File: src/aotb_pkg.sv
// Package: register map, field layout and carrier types of the trim bank
package aotb_pkg;

  // ---------------------------------------------------------------------------
  // Bus geometry
  // ---------------------------------------------------------------------------
  localparam int ADDR_W = 12;
  localparam int DATA_W = 32;
  localparam int STRB_W = 4;

  // ---------------------------------------------------------------------------
  // Register indices and byte addresses (byte address = index * 4)
  // ---------------------------------------------------------------------------
  localparam logic [ADDR_W-1:0] IDX_OFS_C3C   = 12'h338;
  localparam logic [ADDR_W-1:0] IDX_OFS_C3D   = 12'h33a;
  localparam logic [ADDR_W-1:0] IDX_OFS_C4    = 12'h33c;
  localparam logic [ADDR_W-1:0] IDX_OFS_C5    = 12'h33e;
  localparam logic [ADDR_W-1:0] IDX_GAIN_C0   = 12'h360;
  localparam logic [ADDR_W-1:0] IDX_GAIN_C1   = 12'h361;
  localparam logic [ADDR_W-1:0] IDX_GAIN_C2A  = 12'h362;
  localparam logic [ADDR_W-1:0] IDX_GAIN_C2B  = 12'h363;
  localparam logic [ADDR_W-1:0] IDX_STATUS    = 12'h368;

  localparam logic [ADDR_W-1:0] ADDR_OFS_C3C  = IDX_OFS_C3C << 2;
  localparam logic [ADDR_W-1:0] ADDR_OFS_C3D  = IDX_OFS_C3D << 2;
  localparam logic [ADDR_W-1:0] ADDR_OFS_C4   = IDX_OFS_C4 << 2;
  localparam logic [ADDR_W-1:0] ADDR_OFS_C5   = IDX_OFS_C5 << 2;
  localparam logic [ADDR_W-1:0] ADDR_GAIN_C0  = IDX_GAIN_C0 << 2;
  localparam logic [ADDR_W-1:0] ADDR_GAIN_C1  = IDX_GAIN_C1 << 2;
  localparam logic [ADDR_W-1:0] ADDR_GAIN_C2A = IDX_GAIN_C2A << 2;
  localparam logic [ADDR_W-1:0] ADDR_GAIN_C2B = IDX_GAIN_C2B << 2;
  localparam logic [ADDR_W-1:0] ADDR_STATUS   = IDX_STATUS << 2;

  // ---------------------------------------------------------------------------
  // Fields, status bits, reset values, responses
  // ---------------------------------------------------------------------------
  localparam int OFS_W  = 12;
  localparam int GAIN_W = 5;

  localparam int ST_CORE2_SEL_B = 0;
  localparam int ST_CORE3_SEL_D = 1;
  localparam int ST_CAL_BUSY    = 2;
  localparam int ST_FUSE_LOADED = 3;

  localparam logic [OFS_W-1:0]  OFS_RESET  = 12'h000;
  localparam logic [GAIN_W-1:0] GAIN_RESET = 5'h00;

  localparam logic [1:0] RESP_OKAY   = 2'h0;
  localparam logic [1:0] RESP_SLVERR = 2'h2;
  localparam logic [1:0] RESP_DECERR = 2'h3;

  // ---------------------------------------------------------------------------
  // Carriers
  // ---------------------------------------------------------------------------
  typedef struct packed {
    logic [OFS_W-1:0]  c3OfsC;
    logic [OFS_W-1:0]  c3OfsD;
    logic [OFS_W-1:0]  c4Ofs;
    logic [OFS_W-1:0]  c5Ofs;
    logic [GAIN_W-1:0] c0Gain;
    logic [GAIN_W-1:0] c1Gain;
    logic [GAIN_W-1:0] c2GainA;
    logic [GAIN_W-1:0] c2GainB;
  } aotb_trims_t;

  typedef struct packed {
    logic [OFS_W-1:0]  ofs3;
    logic [OFS_W-1:0]  c4Ofs;
    logic [OFS_W-1:0]  c5Ofs;
    logic [GAIN_W-1:0] c0Gain;
    logic [GAIN_W-1:0] c1Gain;
    logic [GAIN_W-1:0] gain2;
  } aotb_applied_t;

  typedef struct packed {
    logic [ADDR_W-1:0] addr;
    logic [DATA_W-1:0] data;
    logic [STRB_W-1:0] strb;
  } aotb_wreq_t;

  localparam aotb_trims_t TRIMS_RESET = '{OFS_RESET, OFS_RESET, OFS_RESET, OFS_RESET,
                                         GAIN_RESET, GAIN_RESET, GAIN_RESET, GAIN_RESET};

endpackage : aotb_pkg

File: src/aotb_trim_bank.sv
// Offset and fine gain trim register bank with AXI4-Lite access
//
// Operation
// - Offset registers 16 bits, correction in 11:0
// - Core 3 offset follows input C or D
// - Gain registers 8 bits, correction in 4:0
// - Core 2 gain follows input A or B
// - Offset trims load fuse defaults, readable and writable except while offsetCalBusy is high (SLVERR)
// - Gain trims load fuse defaults, readable, writable
// - Offset correction is unsigned
//
// Local design decision: the AXI4-Lite interface to the registers.
`timescale 1ns/1ps
`default_nettype none

module aotb_trim_bank (
  // Clock and reset
  input  wire logic                       clk,
  input  wire logic                       rst,
  // AXI4-Lite write address and data
  input  wire logic [aotb_pkg::ADDR_W-1:0] s_axi_awaddr,
  input  wire logic                       s_axi_awvalid,
  output logic                            s_axi_awready,
  input  wire logic [aotb_pkg::DATA_W-1:0] s_axi_wdata,
  input  wire logic [aotb_pkg::STRB_W-1:0] s_axi_wstrb,
  input  wire logic                       s_axi_wvalid,
  output logic                            s_axi_wready,
  // AXI4-Lite write response
  output logic [1:0]                      s_axi_bresp,
  output logic                            s_axi_bvalid,
  input  wire logic                       s_axi_bready,
  // AXI4-Lite read
  input  wire logic [aotb_pkg::ADDR_W-1:0] s_axi_araddr,
  input  wire logic                       s_axi_arvalid,
  output logic                            s_axi_arready,
  output logic [aotb_pkg::DATA_W-1:0]     s_axi_rdata,
  output logic [1:0]                      s_axi_rresp,
  output logic                            s_axi_rvalid,
  input  wire logic                       s_axi_rready,
  // Fuse defaults
  input  wire logic                       fuseLoad,
  input  wire aotb_pkg::aotb_trims_t      fuseTrims,
  // Calibration engine
  input  wire logic                       offsetCalBusy,
  // Converter sampling
  input  wire logic                       sampleStrobe,
  input  wire logic                       core2SelB,
  input  wire logic                       core3SelD,
  // Trims applied to the cores
  output aotb_pkg::aotb_applied_t         appliedTrims
);

  // ---------------------------------------------------------------------------
  // Helpers
  // ---------------------------------------------------------------------------
  // Byte-lane merge of a write onto the current register value
  function automatic logic [aotb_pkg::DATA_W-1:0] mergeLanes(
    input logic [aotb_pkg::DATA_W-1:0] oldVal,
    input logic [aotb_pkg::DATA_W-1:0] newVal,
    input logic [aotb_pkg::STRB_W-1:0] strb
  );
    logic [aotb_pkg::DATA_W-1:0] res;
    res = oldVal;
    for (int i = 0; i < aotb_pkg::STRB_W; i++) begin
      if (strb[i]) begin
        res[i*8 +: 8] = newVal[i*8 +: 8];
      end
    end
    return res;
  endfunction

  // Word-aligned address compare, low two bits ignored
  function automatic logic addrHit(
    input logic [aotb_pkg::ADDR_W-1:0] addr,
    input logic [aotb_pkg::ADDR_W-1:0] reg_addr
  );
    return addr[aotb_pkg::ADDR_W-1:2] == reg_addr[aotb_pkg::ADDR_W-1:2];
  endfunction

  function automatic logic isOffsetReg(input logic [aotb_pkg::ADDR_W-1:0] addr);
    return addrHit(addr, aotb_pkg::ADDR_OFS_C3C) || addrHit(addr, aotb_pkg::ADDR_OFS_C3D) ||
           addrHit(addr, aotb_pkg::ADDR_OFS_C4) || addrHit(addr, aotb_pkg::ADDR_OFS_C5);
  endfunction

  function automatic logic isGainReg(input logic [aotb_pkg::ADDR_W-1:0] addr);
    return addrHit(addr, aotb_pkg::ADDR_GAIN_C0) || addrHit(addr, aotb_pkg::ADDR_GAIN_C1) ||
           addrHit(addr, aotb_pkg::ADDR_GAIN_C2A) || addrHit(addr, aotb_pkg::ADDR_GAIN_C2B);
  endfunction

  // Merge onto a zero-extended offset field, keep the field only
  function automatic logic [aotb_pkg::OFS_W-1:0] ofsMerge(
    input logic [aotb_pkg::OFS_W-1:0]  oldVal,
    input aotb_pkg::aotb_wreq_t        req
  );
    logic [aotb_pkg::DATA_W-1:0] tmp;
    tmp = mergeLanes({20'h00000, oldVal}, req.data, req.strb);
    return tmp[aotb_pkg::OFS_W-1:0];
  endfunction

  function automatic logic [aotb_pkg::GAIN_W-1:0] gainMerge(
    input logic [aotb_pkg::GAIN_W-1:0] oldVal,
    input aotb_pkg::aotb_wreq_t        req
  );
    logic [aotb_pkg::DATA_W-1:0] tmp;
    tmp = mergeLanes({27'h0000000, oldVal}, req.data, req.strb);
    return tmp[aotb_pkg::GAIN_W-1:0];
  endfunction

  // ---------------------------------------------------------------------------
  // Bus front end
  // ---------------------------------------------------------------------------
  logic                          wrEn;
  aotb_pkg::aotb_wreq_t          wrReq;
  logic [1:0]                    wrResp;
  logic                          rdEn;
  logic [aotb_pkg::ADDR_W-1:0]   rdAddr;
  logic [aotb_pkg::DATA_W-1:0]   rdData;
  logic [1:0]                    rdResp;

  aotb_axil_slave u_slave (
    .clk     (clk),
    .rst     (rst),
    .awaddr  (s_axi_awaddr),
    .awvalid (s_axi_awvalid),
    .awready (s_axi_awready),
    .wdata   (s_axi_wdata),
    .wstrb   (s_axi_wstrb),
    .wvalid  (s_axi_wvalid),
    .wready  (s_axi_wready),
    .bresp   (s_axi_bresp),
    .bvalid  (s_axi_bvalid),
    .bready  (s_axi_bready),
    .araddr  (s_axi_araddr),
    .arvalid (s_axi_arvalid),
    .arready (s_axi_arready),
    .rdata   (s_axi_rdata),
    .rresp   (s_axi_rresp),
    .rvalid  (s_axi_rvalid),
    .rready  (s_axi_rready),
    .wrEn    (wrEn),
    .wrReq   (wrReq),
    .wrResp  (wrResp),
    .rdEn    (rdEn),
    .rdAddr  (rdAddr),
    .rdData  (rdData),
    .rdResp  (rdResp)
  );

  // ---------------------------------------------------------------------------
  // Trim storage
  // ---------------------------------------------------------------------------
  aotb_pkg::aotb_trims_t trims;
  aotb_pkg::aotb_trims_t next_trims;
  logic                  wrAccept;
  logic                  fuseLoaded;

  always_comb begin
    if (isOffsetReg(wrReq.addr)) begin
      wrResp = offsetCalBusy ? aotb_pkg::RESP_SLVERR : aotb_pkg::RESP_OKAY;
    end else if (isGainReg(wrReq.addr) || addrHit(wrReq.addr, aotb_pkg::ADDR_STATUS)) begin
      wrResp = aotb_pkg::RESP_OKAY;
    end else begin
      wrResp = aotb_pkg::RESP_DECERR;
    end
  end

  assign wrAccept = wrEn && (wrResp == aotb_pkg::RESP_OKAY);

  // fuse defaults, then software write wins
  always_comb begin
    next_trims = fuseLoad ? fuseTrims : trims;
    if (wrAccept) begin
      // only the correction field is stored
      if (addrHit(wrReq.addr, aotb_pkg::ADDR_OFS_C3C)) begin
        next_trims.c3OfsC = ofsMerge(trims.c3OfsC, wrReq);
      end
      if (addrHit(wrReq.addr, aotb_pkg::ADDR_OFS_C3D)) begin
        next_trims.c3OfsD = ofsMerge(trims.c3OfsD, wrReq);
      end
      if (addrHit(wrReq.addr, aotb_pkg::ADDR_OFS_C4)) begin
        next_trims.c4Ofs = ofsMerge(trims.c4Ofs, wrReq);
      end
      if (addrHit(wrReq.addr, aotb_pkg::ADDR_OFS_C5)) begin
        next_trims.c5Ofs = ofsMerge(trims.c5Ofs, wrReq);
      end
      // only the gain field is stored
      if (addrHit(wrReq.addr, aotb_pkg::ADDR_GAIN_C0)) begin
        next_trims.c0Gain = gainMerge(trims.c0Gain, wrReq);
      end
      if (addrHit(wrReq.addr, aotb_pkg::ADDR_GAIN_C1)) begin
        next_trims.c1Gain = gainMerge(trims.c1Gain, wrReq);
      end
      if (addrHit(wrReq.addr, aotb_pkg::ADDR_GAIN_C2A)) begin
        next_trims.c2GainA = gainMerge(trims.c2GainA, wrReq);
      end
      if (addrHit(wrReq.addr, aotb_pkg::ADDR_GAIN_C2B)) begin
        next_trims.c2GainB = gainMerge(trims.c2GainB, wrReq);
      end
    end
  end

  always_ff @(posedge clk or posedge rst) begin
    if (rst) begin
      trims <= aotb_pkg::TRIMS_RESET;
    end else begin
      trims <= next_trims;
    end
  end

  always_ff @(posedge clk or posedge rst) begin
    if (rst) begin
      fuseLoaded <= 1'b0;
    end else if (fuseLoad) begin
      fuseLoaded <= 1'b1;
    end
  end

  // ---------------------------------------------------------------------------
  // Read decode
  // ---------------------------------------------------------------------------
  // unsigned field, zero above it
  always_comb begin
    rdData = '0;
    rdResp = aotb_pkg::RESP_OKAY;
    if (isOffsetReg(rdAddr) && offsetCalBusy) begin
      rdResp = aotb_pkg::RESP_SLVERR;
    end else if (addrHit(rdAddr, aotb_pkg::ADDR_OFS_C3C)) begin
      rdData[aotb_pkg::OFS_W-1:0] = trims.c3OfsC;
    end else if (addrHit(rdAddr, aotb_pkg::ADDR_OFS_C3D)) begin
      rdData[aotb_pkg::OFS_W-1:0] = trims.c3OfsD;
    end else if (addrHit(rdAddr, aotb_pkg::ADDR_OFS_C4)) begin
      rdData[aotb_pkg::OFS_W-1:0] = trims.c4Ofs;
    end else if (addrHit(rdAddr, aotb_pkg::ADDR_OFS_C5)) begin
      rdData[aotb_pkg::OFS_W-1:0] = trims.c5Ofs;
    end else if (addrHit(rdAddr, aotb_pkg::ADDR_GAIN_C0)) begin
      rdData[aotb_pkg::GAIN_W-1:0] = trims.c0Gain;
    end else if (addrHit(rdAddr, aotb_pkg::ADDR_GAIN_C1)) begin
      rdData[aotb_pkg::GAIN_W-1:0] = trims.c1Gain;
    end else if (addrHit(rdAddr, aotb_pkg::ADDR_GAIN_C2A)) begin
      rdData[aotb_pkg::GAIN_W-1:0] = trims.c2GainA;
    end else if (addrHit(rdAddr, aotb_pkg::ADDR_GAIN_C2B)) begin
      rdData[aotb_pkg::GAIN_W-1:0] = trims.c2GainB;
    end else if (addrHit(rdAddr, aotb_pkg::ADDR_STATUS)) begin
      rdData[aotb_pkg::ST_CORE2_SEL_B] = core2SelB;
      rdData[aotb_pkg::ST_CORE3_SEL_D] = core3SelD;
      rdData[aotb_pkg::ST_CAL_BUSY]    = offsetCalBusy;
      rdData[aotb_pkg::ST_FUSE_LOADED] = fuseLoaded;
    end else begin
      rdResp = aotb_pkg::RESP_DECERR;
    end
  end

  // ---------------------------------------------------------------------------
  // Trims applied to the cores
  // ---------------------------------------------------------------------------
  // latched at each sample start only
  always_ff @(posedge clk or posedge rst) begin
    if (rst) begin
      appliedTrims <= '0;
    end else if (sampleStrobe) begin
      // core 3 offset by selected input
      appliedTrims.ofs3   <= core3SelD ? trims.c3OfsD : trims.c3OfsC;
      appliedTrims.c4Ofs  <= trims.c4Ofs;
      appliedTrims.c5Ofs  <= trims.c5Ofs;
      appliedTrims.c0Gain <= trims.c0Gain;
      appliedTrims.c1Gain <= trims.c1Gain;
      // core 2 gain by selected input
      appliedTrims.gain2  <= core2SelB ? trims.c2GainB : trims.c2GainA;
    end
  end
endmodule // aotb_trim_bank

`default_nettype wire

File: src/aotb_axil_slave.sv
// AXI4-Lite slave front end: channel handshakes, request and response holding
`timescale 1ns/1ps
`default_nettype none

module aotb_axil_slave (
  // Clock and reset
  input  wire logic                       clk,
  input  wire logic                       rst,
  // Write address and data
  input  wire logic [aotb_pkg::ADDR_W-1:0] awaddr,
  input  wire logic                       awvalid,
  output logic                            awready,
  input  wire logic [aotb_pkg::DATA_W-1:0] wdata,
  input  wire logic [aotb_pkg::STRB_W-1:0] wstrb,
  input  wire logic                       wvalid,
  output logic                            wready,
  // Write response
  output logic [1:0]                      bresp,
  output logic                            bvalid,
  input  wire logic                       bready,
  // Read address and data
  input  wire logic [aotb_pkg::ADDR_W-1:0] araddr,
  input  wire logic                       arvalid,
  output logic                            arready,
  output logic [aotb_pkg::DATA_W-1:0]     rdata,
  output logic [1:0]                      rresp,
  output logic                            rvalid,
  input  wire logic                       rready,
  // Register file side
  output logic                            wrEn,
  output aotb_pkg::aotb_wreq_t            wrReq,
  input  wire logic [1:0]                 wrResp,
  output logic                            rdEn,
  output logic [aotb_pkg::ADDR_W-1:0]     rdAddr,
  input  wire logic [aotb_pkg::DATA_W-1:0] rdData,
  input  wire logic [1:0]                 rdResp
);

  logic                        awHeld;
  logic                        wHeld;
  logic                        arHeld;
  logic [aotb_pkg::ADDR_W-1:0] awAddrQ;
  logic [aotb_pkg::DATA_W-1:0] wDataQ;
  logic [aotb_pkg::STRB_W-1:0] wStrbQ;

  // One driver for the request carrier, fields held per channel
  assign wrReq  = '{addr: awAddrQ, data: wDataQ, strb: wStrbQ};
  assign wrEn   = awHeld && wHeld;
  assign rdEn   = arHeld;

  // ---------------------------------------------------------------------------
  // Write channels
  // ---------------------------------------------------------------------------
  always_ff @(posedge clk or posedge rst) begin
    if (rst) begin
      awready    <= 1'b1;
      awHeld     <= 1'b0;
      awAddrQ    <= '0;
    end else if (awvalid && awready) begin
      awready    <= 1'b0;
      awHeld     <= 1'b1;
      awAddrQ    <= awaddr;
    end else if (wrEn) begin
      awHeld     <= 1'b0;
    end else if (bvalid && bready) begin
      awready    <= 1'b1;
    end
  end

  always_ff @(posedge clk or posedge rst) begin
    if (rst) begin
      wready     <= 1'b1;
      wHeld      <= 1'b0;
      wDataQ     <= '0;
      wStrbQ     <= '0;
    end else if (wvalid && wready) begin
      wready     <= 1'b0;
      wHeld      <= 1'b1;
      wDataQ     <= wdata;
      wStrbQ     <= wstrb;
    end else if (wrEn) begin
      wHeld      <= 1'b0;
    end else if (bvalid && bready) begin
      wready     <= 1'b1;
    end
  end

  always_ff @(posedge clk or posedge rst) begin
    if (rst) begin
      bvalid <= 1'b0;
      bresp  <= aotb_pkg::RESP_OKAY;
    end else if (wrEn) begin
      bvalid <= 1'b1;
      bresp  <= wrResp;
    end else if (bready) begin
      bvalid <= 1'b0;
    end
  end

  // ---------------------------------------------------------------------------
  // Read channels
  // ---------------------------------------------------------------------------
  always_ff @(posedge clk or posedge rst) begin
    if (rst) begin
      arready <= 1'b1;
      arHeld  <= 1'b0;
      rdAddr  <= '0;
      rvalid  <= 1'b0;
      rdata   <= '0;
      rresp   <= aotb_pkg::RESP_OKAY;
    end else if (arvalid && arready) begin
      arready <= 1'b0;
      arHeld  <= 1'b1;
      rdAddr  <= araddr;
    end else if (arHeld) begin
      arHeld  <= 1'b0;
      rvalid  <= 1'b1;
      rdata   <= rdData;
      rresp   <= rdResp;
    end else if (rvalid && rready) begin
      rvalid  <= 1'b0;
      arready <= 1'b1;
    end
  end

endmodule // aotb_axil_slave

`default_nettype wire

File: config.mk
export PLATFORM = sky130hd
export DESIGN_NAME = aotb_trim_bank
export DESIGN_NICKNAME = d
export VERILOG_FILES = /design/src/aotb_pkg.sv /design/src/aotb_trim_bank.sv /design/src/aotb_axil_slave.sv
export SDC_FILE = /design/constraint.sdc
export NUM_CORES = 1
export LEC_CHECK = 0
export ABC_CLOCK_PERIOD_IN_PS = 4700
export BUFFER_PORTS_ARGS = -buffer_cell sky130_fd_sc_hd__clkbuf_2
export CORE_UTILIZATION = 30
export CTS_CLUSTER_SIZE = 10
export DETAILED_ROUTE_END_ITERATION = 7
export SLEW_MARGIN = 30
export SYNTH_ARGS = -nofsm -noshare
export SYNTH_HDL_FRONTEND = slang
export SYNTH_HIERARCHICAL = 1
export SYNTH_SLANG_ARGS = --single-unit
export TNS_END_PERCENT = 50
File: constraint.sdc
create_clock -name clk -period 4.7 [get_ports clk]
set_clock_uncertainty 0.15 [all_clocks]
set_input_delay 0.705 -clock clk [delete_from_list [all_inputs] [get_ports clk]]
set_output_delay 0.705 -clock clk [all_outputs]
set_load 0.01 [all_outputs]
==> results of run 1 <==
-- worst max-delay path: stages (launching register included) --
cell     delay [ps]
dfrtp_1         380
and4b_1         500
nand4_4         210
o21ai_4         480
nand2_1         350
o21a_1          270
-- final cells by class --
| type | instances | share of cell area [%] |
|---|---|---|
| multi-input cells | 494 | 35.8 |
| repair buffers | 213 | 9.80 |
| inverters | 17 | 0.654 |
| well taps | 390 | 4.33 |
| diodes | 1 | 0.0222 |
| clock buffers | 19 | 4.02 |
| clock inverters | 13 | 1.40 |
| flip-flops and latches | 198 | 44.0 |
-- sequential cells by signal, summed over array words and instances (netlist names) --
signal           flops
appliedTrims        51
fuseLoaded           1
trims               68
u_slave/arready      1
u_slave/awAddrQ     10
u_slave/awHeld       1
u_slave/awready      1
u_slave/bresp        2
u_slave/bvalid       1
u_slave/rdAddr      10
u_slave/rdEn         1
u_slave/rdata       32
u_slave/rresp        2
u_slave/rvalid       1
u_slave/wDataQ      12
u_slave/wHeld        1
u_slave/wStrbQ       2
u_slave/wready       1
-- power by group through the flow --
stage                     combinational (mW)  sequential, mW  clock [mW]
after floorplan                        0.532            2.12           0
after global placement                 0.681            2.29           0
after detailed placement               0.691            2.30           0
after CTS                              0.696            2.27        1.59
after global routing                   0.754            2.31        1.65
final                                  0.687            2.27        1.54
-- per-stage QoR --
| step | std cells | hold slack [ps] | cell area [µm²] |
|---|---|---|---|
| after global placement | 1311 | 301 | 10600 |
| after floorplan | 752 | 281 | 9330 |
| after global routing | 1345 | 224 | 11300 |
| final | 1345 | 191 | 11300 |
| after detailed placement | 1312 | 322 | 10700 |
| after CTS | 1344 | 217 | 11300 |
-- per-layer routing --
| metal | GRT usage [%] | vias to the layer above | part of all wire (%) |
|---|---|---|---|
| met4 | 5.95 | 0 | 2.2 |
| met5 | 0 | - | 0 |
| met2 | 26.2 | 218 | 44 |
| met3 | 4.67 | 27 | 5.8 |
| met1 | 24.8 | 3360 | 48 |
| li1 | - | 3108 | - |
-- worst max path at each step --
| stage | slack, ps | cells past startpoint | to | startpoint |
|---|---|---|---|---|
| 5_1_grt | 2100 | 5 | trims[63] | u_slave/awAddrQ[9] |
| 2_1_floorplan | 660 | 1 | appliedTrims[0] | rst |
| 4_1_cts | 2100 | 4 | u_slave/rdata[11] | u_slave/rdAddr[3] |
| 3_3_place_gp | 1930 | 6 | trims[58] | offsetCalBusy |
| 3_5_place_dp | 1890 | 6 | trims[61] | offsetCalBusy |
| 6_report | 2240 | 5 | trims[61] | u_slave/awAddrQ[9] |
==> summary.txt, run 1 <==
Critical path
  – WP data required: between 4000 and 5000 ps
  – Worst r2r src: u_slave/awAddrQ[9]
  – Setup CP Type: reg -> reg
  – Max FO, Critical Path: 14
  – Reg2reg end: trims[61]
  – Worst setup EP type: flop
  – R2R depth: 5
  – Startpoint types: flop
  – Arrival time worst endpoint: about 2600 ps
  – R2R setup slack: 2240 ps

Power and ir drop
  – Total power per unit cell area: 398 nW/µm²
  – IR drop worst, VDD: 0.000211 V
  – Tot Pwr: about 4.5 mW
  – Internal power: slightly above 3 mW
  – Power share of the clock group: about a third
  – Flop pwr share: between 50% and 60%
  – Sw Ratio: a little under a third
  – Net switching power: 1.39 mW
  – Combinational cell fraction of total power: roughly 15%
  – Leakage Power: slightly above 5 nW

GRT
  – Number of antenna violations at the first check in global routing: 2
  – Gr ovfl total: 0
  – Largest net degree at the start of global routing: slightly above 80
  – Total GRT Usage: 17.7%
  – First-pass GRT wire length: around 41000 µm
  – Vias in the first global route: between 6000 and 7000

CTS
  – Post-cts gate resize count: 0
  – CTS Buffer Depth: 2
  – Root Buffer: clkbuf_16
  – Hold_buf cts: 0
  – Setup repair bufs after CTS: 0
  – CTS Buf Count: 17
  – Worst-path clk slew: around 70 ps
  – CTS tree: yes
  – Clock Sinks: 198
  – H-tree depth: 4
  – Clk_lat worst skew: 440 ps

Synthesis
  – Syn Area/Cell: 12.6 µm²
  – Synthesized cell area: around 9300 µm²
  – Ys Warns: 6
  – Synth Instances: ~730

Timing
  – Hold Vio Cnt, Final: 0
  – Final Cycle Share: a little over half
  – Setup slack after layout: between 2000 and 2500 ps
  – Final TNS setup: 0 ps
  – Fmax achieved: roughly 400 MHz
  – Max-slew headroom: 49.6%
  – Minimum clock period: 2460 ps
  – Setup violators final: 0
  – Slew Limit Fails: 0
  – Slew @ Worst Pin: between 700 and 800 ps
  – RSZ-0062 raised after global routing: no

Drt
  – Final wirelength: 26900 µm
  – TritonRoute pass-1 iters: 5
  – Detailed-route vias per instance: ~5
  – Post-route DRC: 0
  – Antenna viol nets, final: 0
  – Routed len/inst: between 20 and 25 µm
  – DR iter-0 viols: ~350
  – Routed vias: approximately 6700

Hold path
  – Worst Hold Class: in -> async

Placement
  – Detailed Place HPWL: between 20000 and 25000 µm
  – Post-Place Worst Slack: around 1900 ps
  – Port Buf Inserts: 205
  – RD Place Congestion: 0.832

Flow run
  – Max Cap Viol: 0

Cells and area
  – Fillers: slightly below 3000
  – Most common cell after layout, fill and taps aside: clkbuf_2
  – P&R area growth vs syn: 21.8%
  – Multi-input logic area: roughly 4000 µm²
  – Final core occ: a little under two fifths
  – Nets@finish: 1081
  – Layout cells sized above 1: a little over two fifths
  – Commonest non-fill, non-tap cells in the layout: 205 x clkbuf_2, 194 x dfrtp_1, 104 x mux2_2
  – Register Area: 4960 µm²

Floorplanning
  – Die height: between 150 and 200 µm
  – Core Region: between 30000 and 40000 µm²
  – Initial core utilization: just over 30%
  – Row Count: 63
  – IO Count: 232
  – Die Wd: 178 µm
  – Die Footprint: between 30000 and 40000 µm²

Run status
  – Status: completed
Note: power is estimated with default switching activity, not from simulation.
==> inputs of run 2 (changes only) <==
--- a/config.mk
+++ b/config.mk
@@ -5,7 +5,8 @@
 export SDC_FILE = /design/constraint.sdc
 export NUM_CORES = 1
 export LEC_CHECK = 0
-export ABC_CLOCK_PERIOD_IN_PS = 4700
+export ABC_AREA = 1
+export ABC_CLOCK_PERIOD_IN_PS = 2500
 export BUFFER_PORTS_ARGS = -buffer_cell sky130_fd_sc_hd__clkbuf_2
 export CORE_UTILIZATION = 30
 export CTS_CLUSTER_SIZE = 10
==> constraint.sdc (replaced) <==
create_clock -name clk -period 2.5 [get_ports clk]
set_clock_uncertainty 0.15 [all_clocks]
set_input_delay 0.375 -clock clk [delete_from_list [all_inputs] [get_ports clk]]
set_output_delay 0.375 -clock clk [all_outputs]
set_load 0.01 [all_outputs]
==> run 2 against run 1 <==
Effect of this change: largest cell class unchanged; synthesized cell count increased by 86%; maximum frequency up 4.8%; synthesized area increased by 11%; critical path type unchanged; final area increased by 14%.
==> summary.txt, run 2 <==
Placement
  – Placed cells: 2005 (was 1312)
  – Detailed Place HPWL: 24800 µm (was 20300 µm)
  – Port Buf Inserts: 205 (unchanged)
  – RD Place Congestion: 0.896 (was 0.832)

Timing
  – Fmax achieved: 427 MHz (was 407 MHz)
  – Max-slew headroom: 55.4% (was 49.6%)
  – Final TNS setup: 0 ps (unchanged)
  – Hold Vio Cnt, Final: 0 (unchanged)
  – Final Cycle Share: 93.7% (was 52.2%)
  – Minimum clock period: 2340 ps (was 2460 ps)
  – Setup violators final: 0 (unchanged)
  – Slew @ Worst Pin: 668 ps (was 756 ps)
  – Hold slack: 30.4 ps (was 191 ps)
  – Slew Limit Fails: 0 (unchanged)
  – RSZ-0062 raised after global routing: yes (was no)

Power and ir drop
  – Internal power: 6.31 mW (was 3.10 mW)
  – Net switching power: 3.71 mW (was 1.39 mW)
  – Leakage Power: 6.51 nW (was 5.03 nW)
  – Power share of the clock group: 28.2% (was 34.3%)
  – Tot Pwr: 10.0 mW (was 4.49 mW)
  – IR drop worst, VDD: 0.000502 V (was 0.000211 V)
  – Sw Ratio: 37.0% (was 30.9%)
  – Flop pwr share: 45.0% (was 50.4%)
  – Total power per unit cell area: 778 nW/µm² (was 398 nW/µm²)
  – Combinational cell fraction of total power: 26.8% (was 15.3%)

GRT
  – First-pass GRT wire length: 52600 µm (was 41300 µm)
  – Gr ovfl total: 0 (unchanged)
  – Largest net degree at the start of global routing: 77 (was 81)
  – Total GRT Usage: 19.4% (was 17.7%)
  – Number of antenna violations at the first check in global routing: 1 (was 2)
  – Vias in the first global route: 9193 (was 6774)

Cells and area
  – Most common cell after layout, fill and taps aside: nand2_1 (was clkbuf_2)
  – Layout cells sized above 1: 21.0% (was 41.9%)
  – Commonest non-fill, non-tap cells in the layout: 593 x nand2_1, 205 x clkbuf_2, 195 x dfrtp_1 (was 205 x clkbuf_2, 194 x dfrtp_1, 104 x mux2_2)
  – P&R area growth vs syn: 25.1% (was 21.8%)
  – Nets@finish: 1750 (was 1081)
  – Final core occ: 38.3% (was 37.6%)
  – Largest register FFs: 68 (unchanged)
  – Final std cells w/o fill: 2072 (was 1345)
  – Largest Register: trims (unchanged)
  – Largest regs: trims x68, appliedTrims x51, u_slave/rdata x32 (unchanged)

CTS
  – H-tree depth: 4 (unchanged)
  – Root Buffer: clkbuf_16 (unchanged)
  – Worst-path clk slew: 70 ps (about the same)
  – Clk_lat worst skew: 450 ps (was 440 ps)
  – CTS Buf Count: 17 (unchanged)
  – CTS tree: yes (unchanged)
  – CTS Buffer Depth: 2 (unchanged)
  – Clock Sinks: 198 (unchanged)
  – Setup repair bufs after CTS: 0 (unchanged)

Run status
  – Status: completed (unchanged)

Drt
  – Routed len/inst: 16.2 µm (was 20.0 µm)
  – Final wirelength: 33500 µm (was 26900 µm)
  – TritonRoute pass-1 iters: 5 (unchanged)
  – Detailed-route vias per instance: 4.67 (was 4.99)
  – Antenna viol nets, final: 0 (unchanged)
  – Routed vias: 9681 (was 6713)
  – DR iter-0 viols: 764 (was 352)
  – Post-route DRC: 0 (unchanged)

Floorplanning
  – Die Footprint: 35000 µm² (was 31600 µm²)
  – Core Region: 33600 µm² (was 30000 µm²)
  – Die height: 187 µm (was 178 µm)
  – Initial core utilization: 30.6% (was 30.8%)
  – Row Count: 67 (was 63)
  – IO Count: 232 (unchanged)
  – Die Wd: 187 µm (was 178 µm)

Critical path
  – Max FO, Critical Path: 15 (was 14)
  – Worst path most repeated cell: nand3_1
  – WP data required: 2730 ps (was 4880 ps)
  – Critical-path cell list: nor2_1 > nand3_1 > inv_1 > nand3_1 > buf_4 > o21ai_0 > a21oi_1 > a211oi_1 > nand3_1 > nand2_1 (was and4b_1 > nand4_4 > o21ai_4 > nand2_1 > o21a_1)
  – Worst stage delay on the critical path: 400 ps (was 500 ps)
  – Setup CP Type: reg -> reg (unchanged)
  – Crit-path slowest cell: dfrtp_1 (was and4b_1)
  – Startpoint types: flop (unchanged)
  – Worst setup EP type: flop (unchanged)
  – Arrival time worst endpoint: 2570 ps (was 2630 ps)

Synthesis
  – Synthesized cell area: 10300 µm² (was 9260 µm²)
  – Syn Area/Cell: 7.56 µm² (was 12.6 µm²)
  – Ys Warns: 6 (unchanged)
  – Synth Instances: 1361 (was 733)

Flow run
  – Max Cap Viol: 0 (unchanged)

Hold path
  – Worst Hold Class: in -> reg (was in -> async)
## run 2: worst paths after layout
kind | from | endpoint | slack [ps] | depth (start not counted)
max reg2reg | u_slave/rdAddr[9] | u_slave/rdata[11] | 160 | 10
max | u_slave/rdAddr[9] | u_slave/rdata[11] | 160 | 10
min in group asynchronous | rst | trims[4] | 420 | 3
min | s_axi_araddr[5] | u_slave/rdAddr[5] | 30 | 3
max in group asynchronous | rst | u_slave/arready | 1060 | 4
min reg2reg | u_slave/rdata[11] | u_slave/rdata[11] | 320 | 2
## run 2: repair_timing
action	CTS	global route
gates resized for setup	0	6
setup endpoints to repair	0	13
endpoints found under the hold margin	80	0
hold buffers	34	0
## run 2: layout make-up
| class | instances | area (µm²) |
|---|---|---|
| clock buffers | 18 | 439 |
| fillers | 3501 | 20700 |
| well taps | 448 | 561 |
| multi-input cells | 1048 | 4780 |
| repair buffers | 272 | 1700 |
| diodes | 1 | 2.50 |
| flip-flops and latches | 198 | 4960 |
| inverters | 73 | 279 |
| clock inverters | 14 | 148 |
## run 2: power groups by stage
| stage | clock (mW) | sequential [mW] | combinational, mW |
|---|---|---|---|
| final | 2.82 | 4.51 | 2.68 |
| after global routing | 3.02 | 4.62 | 3.02 |
| after CTS | 2.92 | 4.51 | 2.68 |
| after floorplan | 0 | 4.55 | 1.59 |
| after detailed placement | 0 | 4.56 | 2.63 |
| after global placement | 0 | 4.54 | 2.58 |
## run 2: worst max-delay path: cells and delay by family (launching register included)
| kind | cells | cell delay (ps) |
|---|---|---|
| AOI/OAI and AO/OA | 3 | 720 |
| DFF | 1 | 400 |
| and+or+nand+nor | 5 | 640 |
| buffers and inverters | 2 | 370 |
## run 2: metal layers
| layer | part of all wire, % | track usage [%] |
|---|---|---|
| met3 | 6.9 | 4.00 |
| met1 | 47 | 27.5 |
| met4 | 1.8 | 5.33 |
| met2 | 44 | 30.0 |
| met5 | 0 | 0 |
## run 2: stage by stage
stage               cell area, µm²  setup slack [ps]
floorplan                    10400             -15.1
global placement             11900               221
detailed placement           11900               187
CTS                          12900               173
global route                 12900             -14.9
finish                       12900               158
==> inputs of run 3 (changes only) <==
--- a/config.mk
+++ b/config.mk
@@ -11,9 +11,10 @@
 export CORE_UTILIZATION = 30
 export CTS_CLUSTER_SIZE = 10
 export DETAILED_ROUTE_END_ITERATION = 7
+export RECOVER_POWER = 100
+export REMOVE_ABC_BUFFERS = 1
 export SLEW_MARGIN = 30
 export SYNTH_ARGS = -nofsm -noshare
 export SYNTH_HDL_FRONTEND = slang
-export SYNTH_HIERARCHICAL = 1
 export SYNTH_SLANG_ARGS = --single-unit
 export TNS_END_PERCENT = 50
==> run 3 against run 2 <==
Effect of this change: synthesized cell count grew 0.15%; sequential power decreased by 15%; synthesized area fell by 4.8%; cell count down 3.1%; clock power down 4%; first-iteration DRC count decreased by 25%; non-clock buffer count decreased by 42; critical path type unchanged; largest cell class is now multi-input gates; largest power group unchanged.
==> summary.txt, run 3 <==
Run status
  – Status: completed (unchanged)

Critical path
  – Crit-path slowest cell: dfrtp_1 (unchanged)
  – Worst stage delay on the critical path: 410 ps (was 400 ps)
  – CP startpoint: u_slave.awAddrQ[6] (was u_slave/rdAddr[9])
  – Max FO, Critical Path: 24 (was 15)
  – R2R setup slack: 180 ps (was 160 ps)
  – Critical-path cell list: nor2_2 > nand3_2 > nor2_1 > nand4_1 > nand3_2 > nand3_2 > buf_4 > nor2_8 > nand2_1 > o21ai_0 > nand2_1 (was nor2_1 > nand3_1 > inv_1 > nand3_1 > buf_4 > o21ai_0 > a21oi_1 > a211oi_1 > nand3_1 > nand2_1)
  – Worst setup EP type: flop (unchanged)
  – WP data required: 2670 ps (was 2730 ps)
  – Startpoint types: flop (unchanged)
  – Setup CP Type: reg -> reg (unchanged)
  – Worst r2r src: u_slave.awAddrQ[6] (was u_slave/rdAddr[9])
  – Worst path most repeated cell: nand3_2 (was nand3_1)
  – Arrival time worst endpoint: 2490 ps (was 2570 ps)
  – Reg2reg end: trims[65] (was u_slave/rdata[11])
  – R2R depth: 11 (was 10)

Synthesis
  – Flops & latches, synth: 178
  – Ys Warns: 0 (was 6)
  – Netlist cell types: 40
  – Yosys top cell area share: roughly 45%
  – Ys async rst share: 100%
  – Syn Area/Cell: 7.19 µm² (was 7.56 µm²)
  – Post-synth top area cell: dfrtp_1
  – Most instantiated library cell after synthesis: nand2_1
  – Post-synthesis sequential area ratio: 45.5%
  – Ys flop type: dfrtp_1
  – Synth Instances: 1363 (was 1361)
  – Ranking of synthesized cells by area: dfrtp_1 45%, nand2_1 21%, o21ai_0 8.2%
  – Synth top cells by count: 545 x nand2_1, 175 x dfrtp_1, 160 x o21ai_0
  – Post-synth EDFFs: 0
  – Synthesized cell area: 9800 µm² (was 10300 µm²)

Drt
  – DR iter-0 viols: 574 (was 764)
  – Final wirelength: 30400 µm (was 33500 µm)
  – Antenna viol nets, final: 0 (unchanged)
  – Detailed-route vias per instance: 4.57 (was 4.67)
  – Routed len/inst: 15.1 µm (was 16.2 µm)
  – TritonRoute pass-1 iters: 6 (was 5)
  – Post-route DRC: 0 (unchanged)
  – Routed vias: 9174 (was 9681)

Cells and area
  – Largest regs: trims x68, appliedTrims x51 (was trims x68, appliedTrims x51, u_slave/rdata x32)
  – Largest register FFs: 68 (unchanged)
  – Nets@finish: 1698 (was 1750)
  – Most common cell after layout, fill and taps aside: nand2_1 (unchanged)
  – Design Area, Final: 11900 µm² (was 12900 µm²)
  – Fillers: 3447 (was 3501)
  – Commonest non-fill, non-tap cells in the layout: 545 x nand2_1, 175 x dfrtp_1, 160 x o21ai_0 (was 593 x nand2_1, 205 x clkbuf_2, 195 x dfrtp_1)
  – P&R area growth vs syn: 21.0% (was 25.1%)
  – Layout cells sized above 1: 13.7% (was 21.0%)
  – Largest Register: trims (unchanged)
  – Final std cells w/o fill: 2007 (was 2072)
  – Final core occ: 37.2% (was 38.3%)

Placement
  – Post-Place Worst Slack: 194 ps (was 187 ps)
  – Detailed Place HPWL: 22900 µm (was 24800 µm)
  – Placed cells: 1955 (was 2005)
  – Post-DP Area: 11200 µm² (was 11900 µm²)
  – RD Place Congestion: 0.844 (was 0.896)
  – Port Buf Inserts: 185 (was 205)

Timing
  – Slew @ Worst Pin: 1210 ps (was 668 ps)
  – Setup slack after layout: 184 ps (was 158 ps)
  – Slew Limit Fails: 0 (unchanged)
  – RSZ-0062 raised after global routing: yes (unchanged)
  – Hold slack: 22.5 ps (was 30.4 ps)
  – Max-slew headroom: 19.4% (was 55.4%)
  – Setup violators final: 0 (unchanged)
  – Fmax achieved: 432 MHz (was 427 MHz)
  – Final Cycle Share: 92.7% (was 93.7%)
  – Hold Vio Cnt, Final: 0 (unchanged)
  – Minimum clock period: 2320 ps (was 2340 ps)
  – Final TNS setup: 0 ps (unchanged)

Power and ir drop
  – Total power per unit cell area: 725 nW/µm² (was 778 nW/µm²)
  – IR drop worst, VDD: 0.000430 V (was 0.000502 V)
  – Leakage Power: 5.99 nW (was 6.51 nW)
  – Tot Pwr: 8.59 mW (was 10.0 mW)

GRT
  – Total GRT Usage: 18.7% (was 19.4%)
  – Gr ovfl total: 0 (unchanged)
  – Vias in the first global route: 8990 (was 9193)
  – First-pass GRT wire length: 48200 µm (was 52600 µm)
  – Largest net degree at the start of global routing: 58 (was 77)
  – Number of antenna violations at the first check in global routing: 1 (unchanged)

CTS
  – Clk_lat worst skew: 450 ps (about the same)
  – Root Buffer: clkbuf_16 (unchanged)
  – CTS tree: yes (unchanged)
  – CTS Buf Count: 17 (unchanged)
  – Setup repair bufs after CTS: 0 (unchanged)
  – CTS Buffer Depth: 2 (unchanged)
  – Clock Sinks: 178 (was 198)
  – H-tree depth: 4 (unchanged)
  – Worst-path clk slew: 70 ps (about the same)

Hold path
  – Worst Hold Class: in -> reg (unchanged)
  – WHS Path Cells: 2 (was 3)
  – Worst Hold Endpoint: u_slave.awAddrQ[11] (was u_slave/rdAddr[5])
  – Min-Delay Startpoint: s_axi_awaddr[11] (was s_axi_araddr[5])

Floorplanning
  – Die Footprint: 33400 µm² (was 35000 µm²)
  – Core Region: 31900 µm² (was 33600 µm²)
  – Row Count: 65 (was 67)
  – IO Count: 232 (unchanged)
  – Die height: 183 µm (was 187 µm)
  – Initial core utilization: 30.7% (was 30.6%)
  – Die Wd: 183 µm (was 187 µm)

Flow run
  – Max Cap Viol: 0 (unchanged)
## run 3: final cells by class
class,count,area [µm²],area share (%)
clock inverter,14,144,1.21
sequential,178,4460,37.6
inverter,124,474,4.00
multi-input combinational,1007,4560,38.4
tap,435,544,4.59
antenna,1,2.50,0.0211
clock buffer,18,439,3.70
timing repair buffer,230,1240,10.5
## run 3: how the worst max path moves through the flow
stage	to	depth (start not counted)	slack, ps
finish	trims[65]	11	180
global route	trims[65]	11	-20
CTS	trims[17]	10	170
detailed placement	trims[17]	10	190
global placement	trims[22]	12	290
floorplan	appliedTrims[0]	1	-2850
## run 3: kinds of logic after synthesis
logic type	Yosys count	synth area share (%)
AND/OR/NAND/NOR	697	29.0
multiplexers	18	2.06
buffers and inverters	197	8.80
flip-flops	178	45.5
other	1	0.0383
AO/OA/AOI/OAI	272	14.6
## run 3: critical path, delay by kind of cell (launching register included)
family	cells	cell delay, ps
buffers and inverters	1	250
flip-flops	1	410
AO/OA/AOI/OAI	1	90
AND/OR/NAND/NOR	9	1310
## run 3: power breakdown
part	switching [mW]	internal (mW)	total (mW)
Combinational	1.39	0.654	2.05
Sequential	0.401	3.44	3.84
Clock	1.28	1.43	2.71
Total	3.07	5.52	8.59
## run 3: timing repair
action | CTS | global route
setup endpoints to repair | 0 | 12
resized for setup | 0 | 3
hold buffers | 19 | 0
hold endpoints to repair | 66 | 0
## run 3: layer usage
metal / up-vias / wire length [µm] / global-route usage [%]
li1: 4681 / - / -
met1: 4189 / 14300 / 25.6
met2: 262 / 13800 / 29.4
met3: 42 / 1340 / 2.54
met4: 0 / 889 / 8.00
met5: - / 0 / 0
